$ cat src/pkg/lfm_pkg.sv
// Shared constants and types for the flash target read port
package lfm_pkg;

  // Start and field codes on the nibble bus
  localparam logic [3:0] START_FW_READ  = 4'hD;
  localparam logic [3:0] START_FW_WRITE = 4'hE;
  localparam logic [3:0] START_LPC_MEM  = 4'h0;
  localparam logic [3:0] SIZE_ONE_BYTE  = 4'h0;
  localparam logic [3:0] SYNC_READY     = 4'h0;
  localparam logic [3:0] TAR_ONES       = 4'hF;

  // Field positions and widths
  localparam int         ADDR_BITS      = 28;
  localparam logic [2:0] ADDR_LAST      = 3'h6;
  localparam int         DIR_BIT        = 1;
  localparam int         PP_ADDR_PINS   = 11;
  localparam int         ARRAY_AW       = 19;

  // Identification map
  localparam logic [27:0] LPC_IDENT_BASE = 28'hFBC0000;
  localparam logic [27:0] PP_IDENT_BASE  = 28'h0000000;

  typedef enum logic [3:0] {
    PH_IDLE, PH_START, PH_ADDR, PH_SIZE, PH_TAR0, PH_TAR1,
    PH_SYNC, PH_DLO, PH_DHI, PH_TBACK, PH_SKIP
  } lfm_phase_type;

  // Nibble bus drive, enable low while driving
  typedef struct packed {
    logic [3:0] data;
    logic       oe_n;
  } lfm_lad_type;

  typedef struct packed {
    lfm_phase_type  phase;
    logic [3:0]     start;
    logic [2:0]     cnt;
    logic [27:0]    addr;
    logic [7:0]     rdata;
    logic           mem_write;
    logic           standby;
    lfm_lad_type    lad;
  } lfm_lpc_state_type;

  typedef struct packed {
    logic [27:0] addr;
    logic [7:0]  dq_out;
    logic        dq_oe_n;
    logic        we_q;
    logic        wr_strobe;
    logic [7:0]  wr_data;
  } lfm_pp_state_type;

  localparam lfm_lad_type LAD_RESET = '{data: 4'hF, oe_n: 1'b1};

  localparam lfm_lpc_state_type LPC_RESET = '{
    phase: PH_IDLE, start: 4'hF, cnt: 3'h0, addr: 28'h0000000,
    rdata: 8'h00, mem_write: 1'b0, standby: 1'b0, lad: LAD_RESET};

  localparam lfm_pp_state_type PP_RESET = '{
    addr: 28'h0000000, dq_out: 8'h00, dq_oe_n: 1'b1, we_q: 1'b1,
    wr_strobe: 1'b0, wr_data: 8'h00};

endpackage

$ cat src/lfm_pp_port.sv
// Parallel programming port: multiplexed address, data drive, write
`timescale 1ns/1ns
module lfm_pp_port #(
  parameter int AW = lfm_pkg::ARRAY_AW
) (
  // Clock and reset
  input  wire logic        clk,
  input  wire logic        rst,
  // Mode
  input  wire logic        enable,
  // Pins
  input  wire logic [10:0] addr_pins,
  input  wire logic        row_sel,
  input  wire logic        oe_n,
  input  wire logic        we_n,
  input  wire logic [7:0]  dq_in,
  // Array side
  input  wire logic [7:0]  rd_byte,
  output lfm_pkg::lfm_pp_state_type state
);

  lfm_pkg::lfm_pp_state_type s;
  lfm_pkg::lfm_pp_state_type next_s;

  // Column pins reach only eleven bits above the row
  if (AW < 12 || AW > 2 * lfm_pkg::PP_ADDR_PINS) begin : g_aw_check
    $error("AW out of range");
  end

  always_comb begin
    next_s = s;
    next_s.wr_strobe = 1'b0;
    if (enable) begin
      if (row_sel) begin
        next_s.addr[10:0] = addr_pins;
      end else begin
        for (int i = 11; i < AW; i++) begin
          next_s.addr[i] = addr_pins[i-11];
        end
      end
      next_s.dq_oe_n = oe_n;
      next_s.dq_out = rd_byte;
      next_s.we_q = we_n;
      if (!s.we_q && we_n) begin
        next_s.wr_strobe = 1'b1;
        next_s.wr_data = dq_in;
      end
    end else begin
      next_s = lfm_pkg::PP_RESET;
    end
  end

  always_ff @(posedge clk) begin
    if (rst) begin
      s <= lfm_pkg::PP_RESET;
    end else begin
      s <= next_s;
    end
  end

  assign state = s;
endmodule

$ cat src/lfm_target.sv
// Flash target host port: nibble bus read cycles and parallel mode
`timescale 1ns/1ns
// Summary of operation
// - MODE high selects parallel mode, low selects the nibble bus.
// - A floating MODE reads low, so the nibble bus is used.
// - Start 1101 reads, 1110 writes, 0000 memory cycle; others ignored.
// - Start nibble is the last one seen while the frame strobe is low.
// - Frame strobe low mid-cycle aborts and restarts start detection.
// - Standby in nibble bus mode when frame strobe is high, no read is in progress and nothing is programming.
// - Memory cycle direction comes from the nibble after the start.
// - Second clock select nibble must equal the strap inputs.
// - Seven address nibbles, most significant first, form 28 bits.
// - Size nibble 0000 means one byte, the only size served.
// - Device takes the bus in clock twelve.
// - Device drives ready code 0000 in clock thirteen.
// - Low data nibble in clock fourteen, high in fifteen.
// - Device drives ones in clock sixteen, then releases.
// - Every field is valid at the clock edge of its cycle.
// - Parallel row select loads low address bits, column the upper.
// - Parallel data drives only with output enable low; WE writes.
// - Identification mode returns maker and device codes at 0 and 1 in parallel mode, FBC0000 and FBC0001 on the nibble bus.
// - Either reset low deselects and floats the nibble bus.
module lfm_target #(
  parameter int         AW       = lfm_pkg::ARRAY_AW,
  // Arbitrary identification values
  parameter logic [7:0] MFR_CODE = 8'hA5,
  parameter logic [7:0] DEV_CODE = 8'h3C
) (
  // Clock and resets
  input  wire logic        CLOCK,
  input  wire logic        RST_N,
  input  wire logic        INIT_N,
  // Mode and status
  input  wire logic        MODE,
  input  wire logic        IDENT_MODE,
  input  wire logic        PROG_BUSY,
  output logic             STANDBY,
  output logic             LPC_MEM_WRITE,
  // Nibble bus
  input  wire logic        LFRAME_N,
  input  wire logic [3:0]  LAD_IN,
  output logic [3:0]       LAD_OUT,
  output logic             LAD_OE_N,
  input  wire logic [3:0]  ID_STRAP,
  // Parallel port
  input  wire logic [10:0] PP_ADDR,
  input  wire logic        PP_ROW_SEL,
  input  wire logic        PP_OE_N,
  input  wire logic        PP_WE_N,
  input  wire logic [7:0]  PP_DQ_IN,
  output logic [7:0]       PP_DQ_OUT,
  output logic             PP_DQ_OE_N,
  output logic             PP_WR_STROBE,
  output logic [7:0]       PP_WR_DATA,
  // Array access
  output logic [27:0]      MEM_ADDR,
  input  wire logic [7:0]  MEM_RD_DATA
);

  ////////////////////////////////////////////////////////////////////
  // Reset and mode

  logic                      rst;
  logic                      pp_mode;
  logic                      lpc_live;
  logic [7:0]                lpc_byte;
  logic [7:0]                pp_byte;
  lfm_pkg::lfm_lpc_state_type s;
  lfm_pkg::lfm_lpc_state_type next_s;
  lfm_pkg::lfm_pp_state_type  pp;

  // Column pins reach only eleven bits above the row
  if (AW < 12 || AW > 2 * lfm_pkg::PP_ADDR_PINS) begin : g_aw_check
    $error("AW out of range");
  end

  // Either reset pin acts alone
  assign rst = !RST_N || !INIT_N;
  // Only a high level selects parallel; floating reads low
  assign pp_mode = MODE == 1'b1;
  assign lpc_live = !pp_mode && LFRAME_N;

  ////////////////////////////////////////////////////////////////////
  // Identification and array data

  function automatic logic [7:0] ident_pick(
    input logic        hit,
    input logic        sel,
    input logic [7:0]  mem
  );
    logic [7:0] r;
    r = mem;
    if (hit) begin
      r = sel ? DEV_CODE : MFR_CODE;
    end
    return r;
  endfunction

  always_comb begin
    lpc_byte = ident_pick(IDENT_MODE &&
      s.addr[27:1] == lfm_pkg::LPC_IDENT_BASE[27:1],
      s.addr[0], MEM_RD_DATA);
    pp_byte = ident_pick(IDENT_MODE &&
      pp.addr[27:1] == lfm_pkg::PP_IDENT_BASE[27:1],
      pp.addr[0], MEM_RD_DATA);
  end

  ////////////////////////////////////////////////////////////////////
  // Nibble bus cycle engine

  always_comb begin
    next_s = s;
    case (s.phase)
      lfm_pkg::PH_IDLE: begin
        next_s.lad = lfm_pkg::LAD_RESET;
      end
      lfm_pkg::PH_START: begin
        // Strobe has risen; this nibble is the second field
        case (s.start)
          lfm_pkg::START_FW_READ: begin
            if (LAD_IN == ID_STRAP) begin
              next_s.phase = lfm_pkg::PH_ADDR;
              next_s.cnt = 3'h0;
            end else begin
              next_s.phase = lfm_pkg::PH_SKIP;
            end
          end
          lfm_pkg::START_FW_WRITE: begin
            next_s.phase = lfm_pkg::PH_SKIP;
          end
          lfm_pkg::START_LPC_MEM: begin
            next_s.mem_write = LAD_IN[lfm_pkg::DIR_BIT];
            next_s.phase = lfm_pkg::PH_SKIP;
          end
          default: begin
            next_s.phase = lfm_pkg::PH_IDLE;
          end
        endcase
      end
      lfm_pkg::PH_ADDR: begin
        next_s.addr = {s.addr[23:0], LAD_IN};
        next_s.cnt = s.cnt + 3'h1;
        if (s.cnt == lfm_pkg::ADDR_LAST) begin
          next_s.phase = lfm_pkg::PH_SIZE;
        end
      end
      lfm_pkg::PH_SIZE: begin
        if (LAD_IN == lfm_pkg::SIZE_ONE_BYTE) begin
          next_s.phase = lfm_pkg::PH_TAR0;
        end else begin
          next_s.phase = lfm_pkg::PH_SKIP;
        end
      end
      lfm_pkg::PH_TAR0: begin
        // Host owns clock eleven; take the bus for clock twelve
        next_s.phase = lfm_pkg::PH_TAR1;
        next_s.rdata = lpc_byte;
        next_s.lad = '{data: lfm_pkg::TAR_ONES, oe_n: 1'b0};
      end
      lfm_pkg::PH_TAR1: begin
        next_s.phase = lfm_pkg::PH_SYNC;
        next_s.lad.data = lfm_pkg::SYNC_READY;
      end
      lfm_pkg::PH_SYNC: begin
        next_s.phase = lfm_pkg::PH_DLO;
        next_s.lad.data = s.rdata[3:0];
      end
      lfm_pkg::PH_DLO: begin
        next_s.phase = lfm_pkg::PH_DHI;
        next_s.lad.data = s.rdata[7:4];
      end
      lfm_pkg::PH_DHI: begin
        next_s.phase = lfm_pkg::PH_TBACK;
        next_s.lad.data = lfm_pkg::TAR_ONES;
      end
      lfm_pkg::PH_TBACK: begin
        // Float before clock seventeen so the host can take over
        next_s.phase = lfm_pkg::PH_IDLE;
        next_s.lad = lfm_pkg::LAD_RESET;
      end
      lfm_pkg::PH_SKIP: begin
        next_s.lad = lfm_pkg::LAD_RESET;
      end
      default: begin
        next_s.phase = lfm_pkg::PH_IDLE;
        next_s.lad = lfm_pkg::LAD_RESET;
      end
    endcase
    // Strobe low starts or aborts; keep the latest nibble
    if (!LFRAME_N) begin
      next_s.phase = lfm_pkg::PH_START;
      next_s.start = LAD_IN;
      next_s.lad = lfm_pkg::LAD_RESET;
    end
    next_s.standby = LFRAME_N && !PROG_BUSY &&
      next_s.phase != lfm_pkg::PH_START &&
      (next_s.phase == lfm_pkg::PH_IDLE ||
       next_s.phase == lfm_pkg::PH_SKIP);
    if (pp_mode) begin
      next_s = lfm_pkg::LPC_RESET;
    end
  end

  always_ff @(posedge CLOCK) begin
    if (rst) begin
      s <= lfm_pkg::LPC_RESET;
    end else begin
      s <= next_s;
    end
  end

  ////////////////////////////////////////////////////////////////////
  // Parallel port

  lfm_pp_port #(
    .AW        (AW)
  ) u_pp (
    .clk       (CLOCK),
    .rst       (rst),
    .enable    (pp_mode),
    .addr_pins (PP_ADDR),
    .row_sel   (PP_ROW_SEL),
    .oe_n      (PP_OE_N),
    .we_n      (PP_WE_N),
    .dq_in     (PP_DQ_IN),
    .rd_byte   (pp_byte),
    .state     (pp)
  );

  ////////////////////////////////////////////////////////////////////
  // Outputs

  assign LAD_OUT       = s.lad.data;
  assign LAD_OE_N      = s.lad.oe_n;
  assign STANDBY       = s.standby;
  assign LPC_MEM_WRITE = s.mem_write;
  assign PP_DQ_OUT     = pp.dq_out;
  assign PP_DQ_OE_N    = pp.dq_oe_n;
  assign PP_WR_STROBE  = pp.wr_strobe;
  assign PP_WR_DATA    = pp.wr_data;
  assign MEM_ADDR      = pp_mode ? pp.addr : s.addr;
endmodule

$ cat config.mk
export PLATFORM = sky130hd
export DESIGN_NAME = lfm_target
export DESIGN_NICKNAME = d
export VERILOG_FILES = /design/src/pkg/lfm_pkg.sv /design/src/lfm_pp_port.sv /design/src/lfm_target.sv
export SDC_FILE = /design/constraint.sdc
export NUM_CORES = 1
export LEC_CHECK = 0
export CAP_MARGIN = 20
export CORE_UTILIZATION = 50
export DETAILED_ROUTE_END_ITERATION = 8
export DONT_BUFFER_PORTS = 1
export PLACE_DENSITY = 0.7
export SLEW_MARGIN = 20
export SYNTH_ARGS = -nofsm -noshare
export SYNTH_HDL_FRONTEND = slang
export SYNTH_SLANG_ARGS = --single-unit
$ cat constraint.sdc
create_clock -name CLOCK -period 4.4 [get_ports CLOCK]
set_input_delay 0.22 -clock CLOCK [delete_from_list [all_inputs] [get_ports CLOCK]]
set_output_delay 0.22 -clock CLOCK [all_outputs]
set_load 0.01 [all_outputs]
* Word level (Yosys, flattened, before mapping) *
Index checks and enable logic that the tools add are counted.

word-level totals
  bits in registers = 92
  input port bits = 45
  word-level logic and storage cells = 81

operators by class
  add/subtract/negate cells = 1
  eq/ne operators = 18
  mux-type cells = 17
  bitwise gates (word level) = 2
  reductions and logical operators = 27

operators with widths
  kind                                                                   number
  8-bit 2-to-1 mux                                                       5
  4-bit case mux with 9 select lines                                     1
  28-bit 2-to-1 mux                                                      1
  27-bit equality test, second input constant                            1
  27-bit zero test                                                       1
  4-bit equality test, second input constant                             5
  4-bit by 3-bit equality test with 1-bit output, second input constant  4
  4-bit zero test                                                        4
  4-bit case mux with 4 select lines                                     1
  4-bit 2-to-1 mux                                                       3
  9-bit 2-to-1 mux                                                       1
  4-bit by 2-bit equality test with 1-bit output, second input constant  2
  4-bit case mux with 2 select lines                                     1
  2-bit OR reduction                                                     4
  7-bit OR reduction                                                     1
  1-bit logical AND                                                      6
  3-bit 2-to-1 mux                                                       2
  3-bit case mux with 2 select lines                                     1
  3-bit OR reduction                                                     2
  4-bit by 1-bit equality test with 1-bit output, second input constant  1
  4-bit equality test                                                    1
  1-bit zero test                                                        4
  4-bit by 1-bit != test with 1-bit output, second input constant        1
  3-bit by 1-bit adder with 3-bit output, second input constant          1
  other kinds (9)                                                        11

* Longest topological paths before layout *
Gate-level depths: netlist of run 1.

  word-level depth = 8
  depth in mapped cells = 7
  gate-level depth less buffers = 7

* Modules after synthesis *
Synthesis of run 1 repeated with hierarchy kept, for this count alone.

second synthesis, totals
  cell total of the unflattened synthesis = 481
  area total of the unflattened synthesis = 4,241.6 um2

by module, submodules not included
  module       instances  cells each  area each (um2)
  lfm_target   1          349         2,885.3
  lfm_pp_port  1          132         1,356.3

* Worst setup path before layout of run 1 *
No wires, ideal clock.

  path type = register -> register
  start = reg s[21] (netlist name)
  end = reg s[10] (netlist name)
  data arrival time = 1.559 ns
  required time = 4.261 ns
  setup slack = 2.703 ns
  cell stages (with the launch flop) = 6
  buffers on the path = 0
  period minus slack after synthesis = 1.697 ns
  path through = dfxtp_1 > nor4_1 > nand4_1 > nor4_4 > mux2i_1 > a211oi_2

on the way
  cells in the longest elaborated chain, start to end = 3

RTL lines
  item                      RTL line           source
  start: declaration        lfm_target.sv:68   lfm_pkg::lfm_lpc_state_type s;
  start signal: assignment  lfm_target.sv:206  s <= lfm_pkg::LPC_RESET;
  start signal: assignment  lfm_target.sv:208  s <= next_s;
  27-bit equality test      lfm_target.sv:101  s.addr[27:1] == lfm_pkg::LPC_IDENT_BASE[27:1],
  1-bit logical AND         lfm_target.sv:100  lpc_byte = ident_pick(IDENT_MODE &&
  8-bit 2-to-1 mux          lfm_target.sv:93   if (hit) begin

Every way passes these cells.
A chain may end at the register's enable or synchronous reset.

* Worst setup path after layout of run 1 *
  start = reg s[51] (netlist name)
  end = reg s[45] (netlist name)

on the way
  cells in the longest elaborated chain, start to end = 3

RTL lines
  item                                                                                                                     RTL line           source
  4-bit by 1-bit equality test with 1-bit output / 4-bit by 2-bit equality test with 1-bit output (equally long branches)  lfm_target.sv:113  case (s.phase)
  2-bit by 1-bit != test with 1-bit output (no line), or another cell as far along                                         -
  3-bit AND reduction (no line)                                                                                            -

Several ways; a longest one is shown, not always the timed one.

==> flow_metrics.env, run 1 <==
export IMPL_status="finished, final reports clean"
export IMPL_power_density_nw_per_um2=344.9
export IMPL_insertedDiodeCount=0
export IMPL_slew_headroom_pct=39.04
export IMPL_synthToLayoutAreaGrowth_pct=9.918
export IMPL_start_kind="register"
export IMPL_cts_setup_buffers=0
export IMPL_clock_latency_ns=0.36
export IMPL_ys_top_cells_by_area="dfxtp_1 45%, nand2_1 8.7%, mux2i_1 7.0%"
export IMPL_cts_sinks=92
export IMPL_critPathCaptureType="register"
export IMPL_first_global_vias=3028
export IMPL_p_leak_nw=1.588
export IMPL_num_fill_cells=707
export IMPL_drt_iter0_drc=144
export IMPL_drtPass1Iterations=5
export IMPL_syn_area_per_cell_um2=8.531
export IMPL_yosys_area_top_type="dfxtp_1"
export IMPL_vdd_ir_drop_max_mv=0.1566
export IMPL_cp_required_ns=4.67
export IMPL_timing_fmax_mhz=435.3
export IMPL_path_clk_slew_ns=0.09
export IMPL_cts_tree="done"
export IMPL_overflow=0
export IMPL_io_buffers=0
export IMPL_yosysUniqueCellTypes=41
export IMPL_synth_simple_area_share_pct=23.44
export IMPL_rows=32
export IMPL_maxSlewViolCount=0
export IMPL_hold_viol=0
export IMPL_grt_max_degree=43
export IMPL_synthFlopType="dfxtp_1"
export IMPL_arrival_ns=2.57
export IMPL_worst_pin_slew_ns=0.9144
export IMPL_min_path_type="in2reg"
export IMPL_drive_gt1_share_pct=10.14
export IMPL_grt_first_pass_wirelength_mm=14.73
export IMPL_drt_wl_total_mm=9.391
export IMPL_route_detailed_drc=0
export IMPL_cts_buffers_inserted=9
export IMPL_async_flop_share_pct=0
export IMPL_syn_inst=485
export IMPL_rsz0062_at_grt="no"
export IMPL_place_congestion=0.7569
export IMPL_track_usage_pct=21.73
export IMPL_synth_compound_gate_area_share_pct=11.40
export IMPL_syn_nets=532
export IMPL_synth_common_cells="96 x nand2_1, 92 x dfxtp_1, 55 x a21oi_1, 40 x nor2_1, 29 x mux2i_1"
export IMPL_final_setup_tns_ns=0
export IMPL_synthAdderAreaFrac_pct=0.6048
export IMPL_start_util_pct=52.73
export IMPL_ff2ff_setup_slack_ns=2.10
export IMPL_core_area_um2=7848
export IMPL_dr_total_vias=3250
export IMPL_die_y_um=92.97
export IMPL_synthMuxAreaShare_pct=12.19
export IMPL_setup_slack_ns=2.102
export IMPL_synth_xor_area_share_pct=0.8467
export IMPL_ys_seq_area_share_pct=44.51
export IMPL_cts_root_buf="clkbuf_8"
export IMPL_wl_per_cell_um=16.05
export IMPL_setup_viol=0
export IMPL_drtAntennaViolNets=0
export IMPL_synth_top_cell_area_share_pct=44.51
export IMPL_pre_cts_slack_ns=2.103
export IMPL_synth_warnings=0
export IMPL_crit_path_start="s[51]"
export IMPL_viasPerCell=5.556
export IMPL_fin_skew_ns=0.006832
export IMPL_synth_edff_count=0
export IMPL_syn_area_um2=4138
export IMPL_ys_ff_latch=92
export IMPL_clockBufferDepth=2
export IMPL_die_area_um2=8643
export IMPL_synth_top_family_by_area="simple AND/OR/NAND/NOR gates"
export IMPL_yosysMostFrequentCell="nand2_1"
export IMPL_path_class="reg2reg"
export IMPL_r2r_cells=4
export IMPL_r2r_start="s[51]"
export IMPL_die_x_um=92.97
export IMPL_regToRegEndpoint="s[45]"
export IMPL_htreeDepth=3
export IMPL_layout_min_cycle_time_ns=2.298
export IMPL_drv_cap=0
export IMPL_nets=525
export IMPL_dp_final_hpwl_mm=6.326
export IMPL_post_route_period_util_pct=52.22
export IMPL_antenna_found_initial=0
export IMPL_critPathCapture="s[45]"
export IMPL_io_pins=98
export IMPL_cp_max_fo=29
==> report_power, final <==
part	switching [mW]	internal, mW	total, mW
logic	0.0355	0.0434	0.0788
clock network	0.303	0.340	0.643
registers	0.00738	0.839	0.847
total	0.345	1.22	1.57
==> routing by layer <==
layer | GRT usage (%) | vias to the layer above | part of all wire [%]
met5 | 0 | - | 0
met4 | 7.692 | 0 | 1.4
met3 | 5.447 | 10 | 6.4
met2 | 36.15 | 104 | 46
met1 | 27.28 | 1518 | 46
li1 | - | 1618 | -
==> cells by family (layout without fill, tap and decap cells) <==
group                      Yosys count  after routing
and+or+nand+nor                    201            201
DFF                                 92             92
AOI/OAI and AO/OA                   82             82
buffers and inverters               56             54
muxes                               48             48
xor gates and xnor gates             4              4
adders and majority gates            2              2
==> stage by stage <==
| step | area, um^2 | instances | util (%) | power (mW) | hold WS, ns |
|---|---|---|---|---|---|
| floorplan | 4138 | 485 | - | 0.9232 | 0.3215 |
| global placement | 4025 | 540 | 51.29 | 0.9190 | 0.3167 |
| detailed placement | 4025 | 540 | 51.29 | 0.9206 | 0.3185 |
| CTS | 4548 | 585 | 57.96 | 1.580 | 0.0003137 |
| global route | 4548 | 585 | 57.96 | 1.622 | 0.004923 |
| finish | 4548 | 585 | 57.96 | 1.568 | 0.01255 |
==> layout make-up <==
class / instances / area, um^2 / area share, %
multi-input combinational: 337 / 2011 / 44.21
sequential: 92 / 1842 / 40.50
timing repair buffer: 32 / 312.8 / 6.878
clock buffer: 10 / 137.6 / 3.026
tap: 102 / 127.6 / 2.806
clock inverter: 6 / 95.09 / 2.091
inverter: 6 / 22.52 / 0.4952
==> worst max-delay path: stages, from the launching register on <==
cell,delay [ns]
dfxtp_1,0.66
nand2b_1,0.25
or3_1,0.75
o21a_1,0.33
a211oi_1,0.21
==> sequential cells by signal, indices dropped and copies added, names as in the netlist <==
signal	count
LAD_OE_N	1
LPC_MEM_WRITE	1
u_pp.state	38
STANDBY	1
LAD_OUT	4
s	47
==> layout by cell type, fill, tap and decap left out, types with 3 or more instances in the layout <==
cell	Yosys	layout
o21ai_0	9	9
a211oi_2	4	4
dfxtp_1	92	92
nor3_1	9	8
o22ai_1	6	6
nand2b_1	9	9
dlygate4sd3_1	0	29
inv_1	6	6
mux2_2	19	19
nor4_1	7	7
nand4b_1	3	3
nand2_1	96	96
clkbuf_8	0	10
a21oi_1	55	55
mux2i_1	29	29
nor2b_1	12	12
and4b_1	3	3
nor2_1	40	40
clkinv_4	0	3
xor2_1	4	4
buf_4	20	3
and3_1	3	3
==> how the worst min path moves through the flow <==
stage	startpoint	end	slack [ns]	cells past startpoint
after floorplan	PP_OE_N	u_pp.state[10]	0.32	1
after global placement	LFRAME_N	s[50]	0.32	1
after detailed placement	LFRAME_N	s[50]	0.32	1
after CTS	PP_ADDR[7]	u_pp.state[37]	0.0003	2
after global routing	MEM_RD_DATA[6]	s[13]	0.005	2
final	PP_ADDR[7]	u_pp.state[37]	0.01	2
==> repair_timing <==
| item | CTS | global route |
|---|---|---|
| gates resized for setup | 0 | 0 |
| endpoints found under the hold margin | 37 | 0 |
| hold buffers | 29 | 0 |
| endpoints found under the setup margin | 0 | 0 |
Power figures use the tool's default switching activity.
==> run 2: changes to the inputs <==
- ABC_AREA: unset -> 1
- PLACE_DENSITY: 0.7 -> 0.73
- clock period: 4.4 -> 2 ns (I/O delays scaled with it)
==> run 2 against run 1 <==
Combinational power grew to 2.6 times the previous value; clock skew hardly changed; non-clock buffer count is 12 higher; sequential power is 120% higher; count of clock-buffer cells in the layout is 2 higher; first-iteration DRC count is 37% higher; hold slack better by 0.030 ns; final area is 2.6% higher; flip-flop and latch count stayed put; sequential share of layout area is 1.0 points lower; wire length is 5.2% higher; critical endpoint is now u_pp.state[33]; largest cell class is now sequential cells; largest power group unchanged; highest routed layer unchanged.
==> flow_metrics.env, run 2 <==
export IMPL_status="finished, final reports clean"
export IMPL_synth_compound_gate_area_share_pct=17.17
export IMPL_yosys_area_top_type="dfxtp_1"
export IMPL_power_mw=3.355
export IMPL_dp_cells=657
export IMPL_dr_total_vias=3702
export IMPL_drt_wl_total_mm=9.876
export IMPL_layout_min_cycle_time_ns=1.596
export IMPL_synth_xor_area_share_pct=0.2101
export IMPL_place_congestion=0.8523
export IMPL_ys_seq_area_share_pct=44.19
export IMPL_r2r_start="s[51]"
export IMPL_first_global_vias=3417
export IMPL_worst_pin_slew_ns=0.6364
export IMPL_clockBufferDepth=2
export IMPL_path_delay_family="buffers and inverters"
export IMPL_worstPathBufferInverterCount=2
export IMPL_async_flop_share_pct=0
export IMPL_start_util_pct=52.84
export IMPL_maxSlewViolCount=0
export IMPL_cts_tree="done"
export IMPL_syn_nets=641
export IMPL_cp_cell_sequence="dlygate4sd3_1 -> nand2_1 -> a21oi_1 -> dlygate4sd3_1"
export IMPL_ys_top_cells_by_area="dfxtp_1 44%, nand2_1 12%, a21oi_1 8.2%"
export IMPL_synth_warnings=0
export IMPL_htreeDepth=3
export IMPL_track_usage_pct=23.17
export IMPL_power_density_nw_per_um2=718.8
export IMPL_synthToLayoutAreaGrowth_pct=12.01
export IMPL_path_clk_slew_ns=0.09
export IMPL_vdd_ir_drop_max_mv=0.4305
export IMPL_multiInputGateArea_um2=1814
export IMPL_grt_first_pass_wirelength_mm=15.79
export IMPL_drive_gt1_share_pct=6.383
export IMPL_viasPerCell=5.192
export IMPL_antenna_found_initial=0
export IMPL_path_class="in2reg"
export IMPL_slowest_delay_ns=0.95
export IMPL_drtPass1Iterations=5
export IMPL_fin_skew_ns=0.006499
export IMPL_hold_viol=0
export IMPL_io_pins=98
export IMPL_post_route_period_util_pct=79.79
export IMPL_synth_edff_count=0
export IMPL_synthMuxAreaShare_pct=0.2402
export IMPL_crit_path_start="PP_ROW_SEL"
export IMPL_setup_slack_ns=0.4041
export IMPL_die_area_um2=8705
export IMPL_syn_area_per_cell_um2=7.016
export IMPL_final_cell_mix="136 x nand2_1, 92 x dfxtp_1, 70 x nor2_1"
export IMPL_min_path_type="in2reg"
export IMPL_timing_fmax_mhz=626.6
export IMPL_wl_per_cell_um=13.85
export IMPL_drtAntennaViolNets=0
export IMPL_yosysMostFrequentCell="nand2_1"
export IMPL_start_kind="primary input"
export IMPL_die_y_um=93.30
export IMPL_final_setup_tns_ns=0
export IMPL_synth_common_cells="136 x nand2_1, 92 x dfxtp_1, 71 x nor2_1, 68 x a21oi_1, 57 x o21ai_0"
export IMPL_num_fill_cells=723
export IMPL_syn_inst=594
export IMPL_route_detailed_drc=0
export IMPL_critPathCaptureType="register"
export IMPL_clock_latency_ns=0.35
export IMPL_overflow=0
export IMPL_rows=32
export IMPL_yosysUniqueCellTypes=31
export IMPL_synth_top_family_by_area="simple AND/OR/NAND/NOR gates"
export IMPL_core_area_um2=7888
export IMPL_cts_root_buf="clkbuf_8"
export IMPL_rsz0062_at_grt="no"
export IMPL_largest_register_ffs=47
export IMPL_stdcell_count=713
export IMPL_drv_cap=0
export IMPL_synthAdderAreaFrac_pct=0.6004
export IMPL_cp_max_fo=19
export IMPL_p_leak_nw=1.908
export IMPL_pre_cts_slack_ns=0.5369
export IMPL_cts_sinks=92
export IMPL_final_common_cell="nand2_1"
export IMPL_syn_area_um2=4168
export IMPL_synthFlopType="dfxtp_1"
export IMPL_arrival_ns=1.89
export IMPL_cp_required_ns=2.30
export IMPL_critical_path_most_common_cell="dlygate4sd3_1"
export IMPL_top_register="s"
export IMPL_cts_buffers_inserted=9
export IMPL_ys_ff_latch=92
export IMPL_setup_viol=0
export IMPL_dp_final_hpwl_mm=6.721
export IMPL_register_area_um2=1842
export IMPL_nets=653
export IMPL_grt_max_degree=48
export IMPL_insertedDiodeCount=0
export IMPL_synth_simple_area_share_pct=25.25
export IMPL_hold_start="LFRAME_N"
export IMPL_slew_headroom_pct=57.43
export IMPL_drt_iter0_drc=197
export IMPL_cpMaxStageDelayCell="dlygate4sd3_1"
export IMPL_synth_top_cell_area_share_pct=44.19
export IMPL_io_buffers=0
export IMPL_die_x_um=93.30
## run 2: cell count changes after synthesis, moves of 8 or more
cell      before  now
nand2b_1       9    0
nand2_1       96  136
a21oi_1       55   68
clkbuf_1      20   11
nor3_1         9    1
nor2b_1       12    0
inv_1          6   55
nand3_1        2   20
inv_2          0    8
nor2_1        40   71
mux2i_1       29    1
o21ai_0        9   57
mux2_2        19    0
## run 2: per-layer routing
layer	vias to the layer above	wire [um]	global-route usage, %
met5	-	0	0
met4	0	243	9.872
met3	21	464	5.854
met2	99	4565	37.44
met1	1677	4602	29.28
li1	1905	-	-
## run 2: cell families (layout without fill, tap and decap cells)
| logic type | Yosys count | after routing |
|---|---|---|
| flip-flops | 92 | 92 |
| XOR/XNOR | 1 | 1 |
| adder cells (fa/ha/maj) | 2 | 2 |
| AND/OR/NAND/NOR | 250 | 250 |
| buffers and inverters | 110 | 127 |
| AO/OA/AOI/OAI | 138 | 138 |
| multiplexers | 1 | 1 |
## run 2: final cells by class
cell class / instances / area share, %
Sequential cell: 92 / 39.45
Multi-Input combinational cell: 392 / 38.86
Timing Repair Buffer: 44 / 9.220
Inverter: 67 / 5.387
Clock buffer: 12 / 3.324
Tap cell: 102 / 2.734
Clock inverter: 4 / 1.018
## run 2: worst reg2reg max path, stage by stage, from the launching register on
cell and delay, ns:
dfxtp_1 0.45, nand2_1 0.15, nor2_2 0.19, buf_4 0.38, o21ai_0 0.14, a21oi_1 0.14
## run 2: power by group
part	total, mW	leakage, nW	internal, mW	switching (mW)
Combinational	0.208	1.06	0.0924	0.115
Clock	1.28	0.102	0.643	0.640
Sequential	1.86	0.743	1.85	0.0167
## run 2: through the flow
stage | area (um^2) | util (%) | hold slack [ns]
after floorplan | 4168 | - | 0.2042
after global placement | 4065 | 51.54 | 0.2079
after detailed placement | 4065 | 51.54 | 0.2138
after CTS | 4668 | 59.18 | 0.03570
after global routing | 4668 | 59.18 | 0.07337
final | 4668 | 59.18 | 0.04247
## run 2: what timing repair did
action | in CTS | in global routing
hold buffers | 40 | 0
buffers inserted | 0 | 0
hold endpoints to repair | 59 | 0
gates resized for setup | 0 | 0
## run 2: final timing paths
check / endpoint / slack, ns / cells after the start
setup / recovery: u_pp.state[33] / 0.40 / 4
hold / removal: LAD_OE_N / 0.04 / 3
setup reg to reg: s[22] / 0.47 / 5
hold reg to reg: u_pp.state[29] / 0.47 / 2
==> run 3: changes to the inputs <==
- PLACE_DENSITY: 0.73 -> 0.7
- clock period: 2 -> 1.5 ns (I/O delays scaled with it)
==> run 3 against run 2 <==
Largest power group unchanged; combinational power rose by 39%; clock power rose by 37%; power rose by 35%; final area rose by 2.5%.
==> flow_metrics.env, run 3 (synthesized netlist as in run 2, its figures left out) <==
export IMPL_status="finished, final reports clean"
export IMPL_viasPerCell=5.249
export IMPL_start_util_pct=52.84
export IMPL_power_density_nw_per_um2=948.2
export IMPL_slowest_delay_ns=0.42
export IMPL_maxSlewViolCount=0
export IMPL_critPathCaptureType="register"
export IMPL_timing_fmax_mhz=709.5
export IMPL_drtAntennaViolNets=0
export IMPL_rows=32
export IMPL_die_y_um=93.30
export IMPL_worst_pin_slew_ns=0.6745
export IMPL_vdd_ir_drop_max_mv=0.7867
export IMPL_final_setup_tns_ns=0
export IMPL_grt_max_degree=48
export IMPL_io_pins=98
export IMPL_route_detailed_drc=0
export IMPL_track_usage_pct=24.45
export IMPL_start_kind="register"
export IMPL_r2r_cells=6
export IMPL_setup_viol=0
export IMPL_regToRegEndpoint="LAD_OUT[1]"
export IMPL_post_route_period_util_pct=93.96
export IMPL_path_delay_family="compound AO/OA/AOI/OAI gates"
export IMPL_wl_met1_mm=4.738
export IMPL_first_global_vias=3475
export IMPL_die_x_um=93.30
export IMPL_cp_cell_sequence="inv_2 -> nor2_4 -> nand2_2 -> a21oi_1 -> a21oi_1 -> a211o_1"
export IMPL_hold_start="LFRAME_N"
export IMPL_path_clk_slew_ns=0.09
export IMPL_hold_end="LAD_OE_N"
export IMPL_cp_required_ns=1.76
export IMPL_antenna_found_initial=0
export IMPL_stdcell_count=723
export IMPL_drt_iter0_drc=201
export IMPL_arrival_ns=1.67
export IMPL_io_buffers=0
export IMPL_dp_final_hpwl_mm=6.960
export IMPL_power_mw=4.536
export IMPL_cts_buffers_inserted=9
export IMPL_largest_register_ffs=47
export IMPL_pre_cts_slack_ns=0.05959
export IMPL_p_leak_nw=1.960
export IMPL_drt_wl_total_mm=10.33
export IMPL_htreeDepth=3
export IMPL_worstPathBufferInverterCount=1
export IMPL_grt_first_pass_wirelength_mm=16.64
export IMPL_cpMaxStageDelayCell="dfxtp_1"
export IMPL_overflow=0
export IMPL_hold_viol=0
export IMPL_cts_root_buf="clkbuf_8"
export IMPL_place_congestion=0.8696
export IMPL_wl_per_cell_um=14.29
export IMPL_met3_length_um=552
export IMPL_path_depth=6
export IMPL_num_fill_cells=726
export IMPL_synthToLayoutAreaGrowth_pct=14.77
export IMPL_rsz0062_at_grt="no"
export IMPL_slew_headroom_pct=54.88
export IMPL_clockBufferDepth=2
export IMPL_path_class="reg2reg"
export IMPL_drv_cap=0
export IMPL_setup_slack_ns=0.09059
export IMPL_min_path_type="in2reg"
export IMPL_final_cell_mix="135 x nand2_1, 91 x dfxtp_1, 68 x nor2_1, 68 x a21oi_1, 57 x o21ai_0"
export IMPL_clock_latency_ns=0.36
export IMPL_insertedDiodeCount=0
export IMPL_fin_skew_ns=0.01023
export IMPL_cts_tree="done"
export IMPL_cp_max_fo=8
export IMPL_layout_min_cycle_time_ns=1.409
export IMPL_dr_total_vias=3795
export IMPL_whs_path_depth=3
export IMPL_final_common_cell="nand2_1"
export IMPL_cts_sinks=92
export IMPL_whs_ns=0.04017
export IMPL_drtPass1Iterations=5
export IMPL_ff2ff_setup_slack_ns=0.09
export IMPL_r2r_start="s[52]"
export IMPL_met2_length_mm=4.837
export IMPL_critical_path_most_common_cell="a21oi_1"
export IMPL_routed_top_layer="met4"
export IMPL_drive_gt1_share_pct=9.018
export IMPL_die_area_um2=8705
export IMPL_core_area_um2=7888
export IMPL_dp_cells=662
export IMPL_nets=663
export IMPL_top_register="s"
-- run 3: changes by cell type in the layout (fill, tap and decap cells not counted), sizes merged --
cell	before	now
buf	4	15
dlygate4sd3	40	38
clkbuf	12	11
clkinv	6	7
nor2	76	77
-- run 3: report_power, final --
| part | switching [mW] | internal, mW |
|---|---|---|
| registers | 0.0228 | 2.46 |
| clock network | 0.895 | 0.865 |
| logic | 0.159 | 0.130 |
| total | 1.08 | 3.46 |
-- run 3: final cells by class --
| type | count | area, um^2 | area share (%) |
|---|---|---|---|
| Multi-Input combinational cell | 393 | 1844 | 38.56 |
| Sequential cell | 92 | 1843 | 38.53 |
| Timing Repair Buffer | 53 | 505.5 | 10.57 |
| Inverter | 67 | 251.5 | 5.258 |
| Clock buffer | 11 | 151.4 | 3.165 |
| Tap cell | 102 | 127.6 | 2.668 |
| Clock inverter | 5 | 60.06 | 1.256 |
-- run 3: tightest hold or removal path: cells and delay by family --
family,cells,cell delay [ns]
compound gates,2,0.12
simple gates,1,0.18
-- run 3: timing repair --
| item | CTS | global route |
|---|---|---|
| hold buffers | 38 | 0 |
| gates resized for setup | 0 | 7 |
| setup endpoints to repair | 0 | 31 |
| buffers inserted | 0 | 6 |
| endpoints found under the hold margin | 59 | 0 |
-- run 3: stage by stage --
stage	util, %	area (um^2)
after floorplan	-	4168
after global placement	52.17	4115
after detailed placement	52.17	4115
after CTS	59.68	4707
after global routing	60.64	4783
final	60.64	4783
-- run 3: worst max-delay path by stage --
stage                   start        endpoint  slack [ns]
6_report                s[52]      LAD_OUT[1]        0.09
5_1_grt                 s[52]      LAD_OUT[1]       0.005
4_1_cts                 s[37]           s[10]        0.05
3_5_place_dp            s[37]           s[10]        0.06
3_3_place_gp   u_pp.state[25]  u_pp.state[17]        0.11
2_1_floorplan  u_pp.state[30]  u_pp.state[12]        0.28
-- run 3: per-layer routing --
metal | vias up | GRT usage (%)
li1 | 1930 | -
met1 | 1736 | 31.70
met2 | 111 | 39.89
met3 | 18 | 4.797
met4 | 0 | 9.744
met5 | - | 0
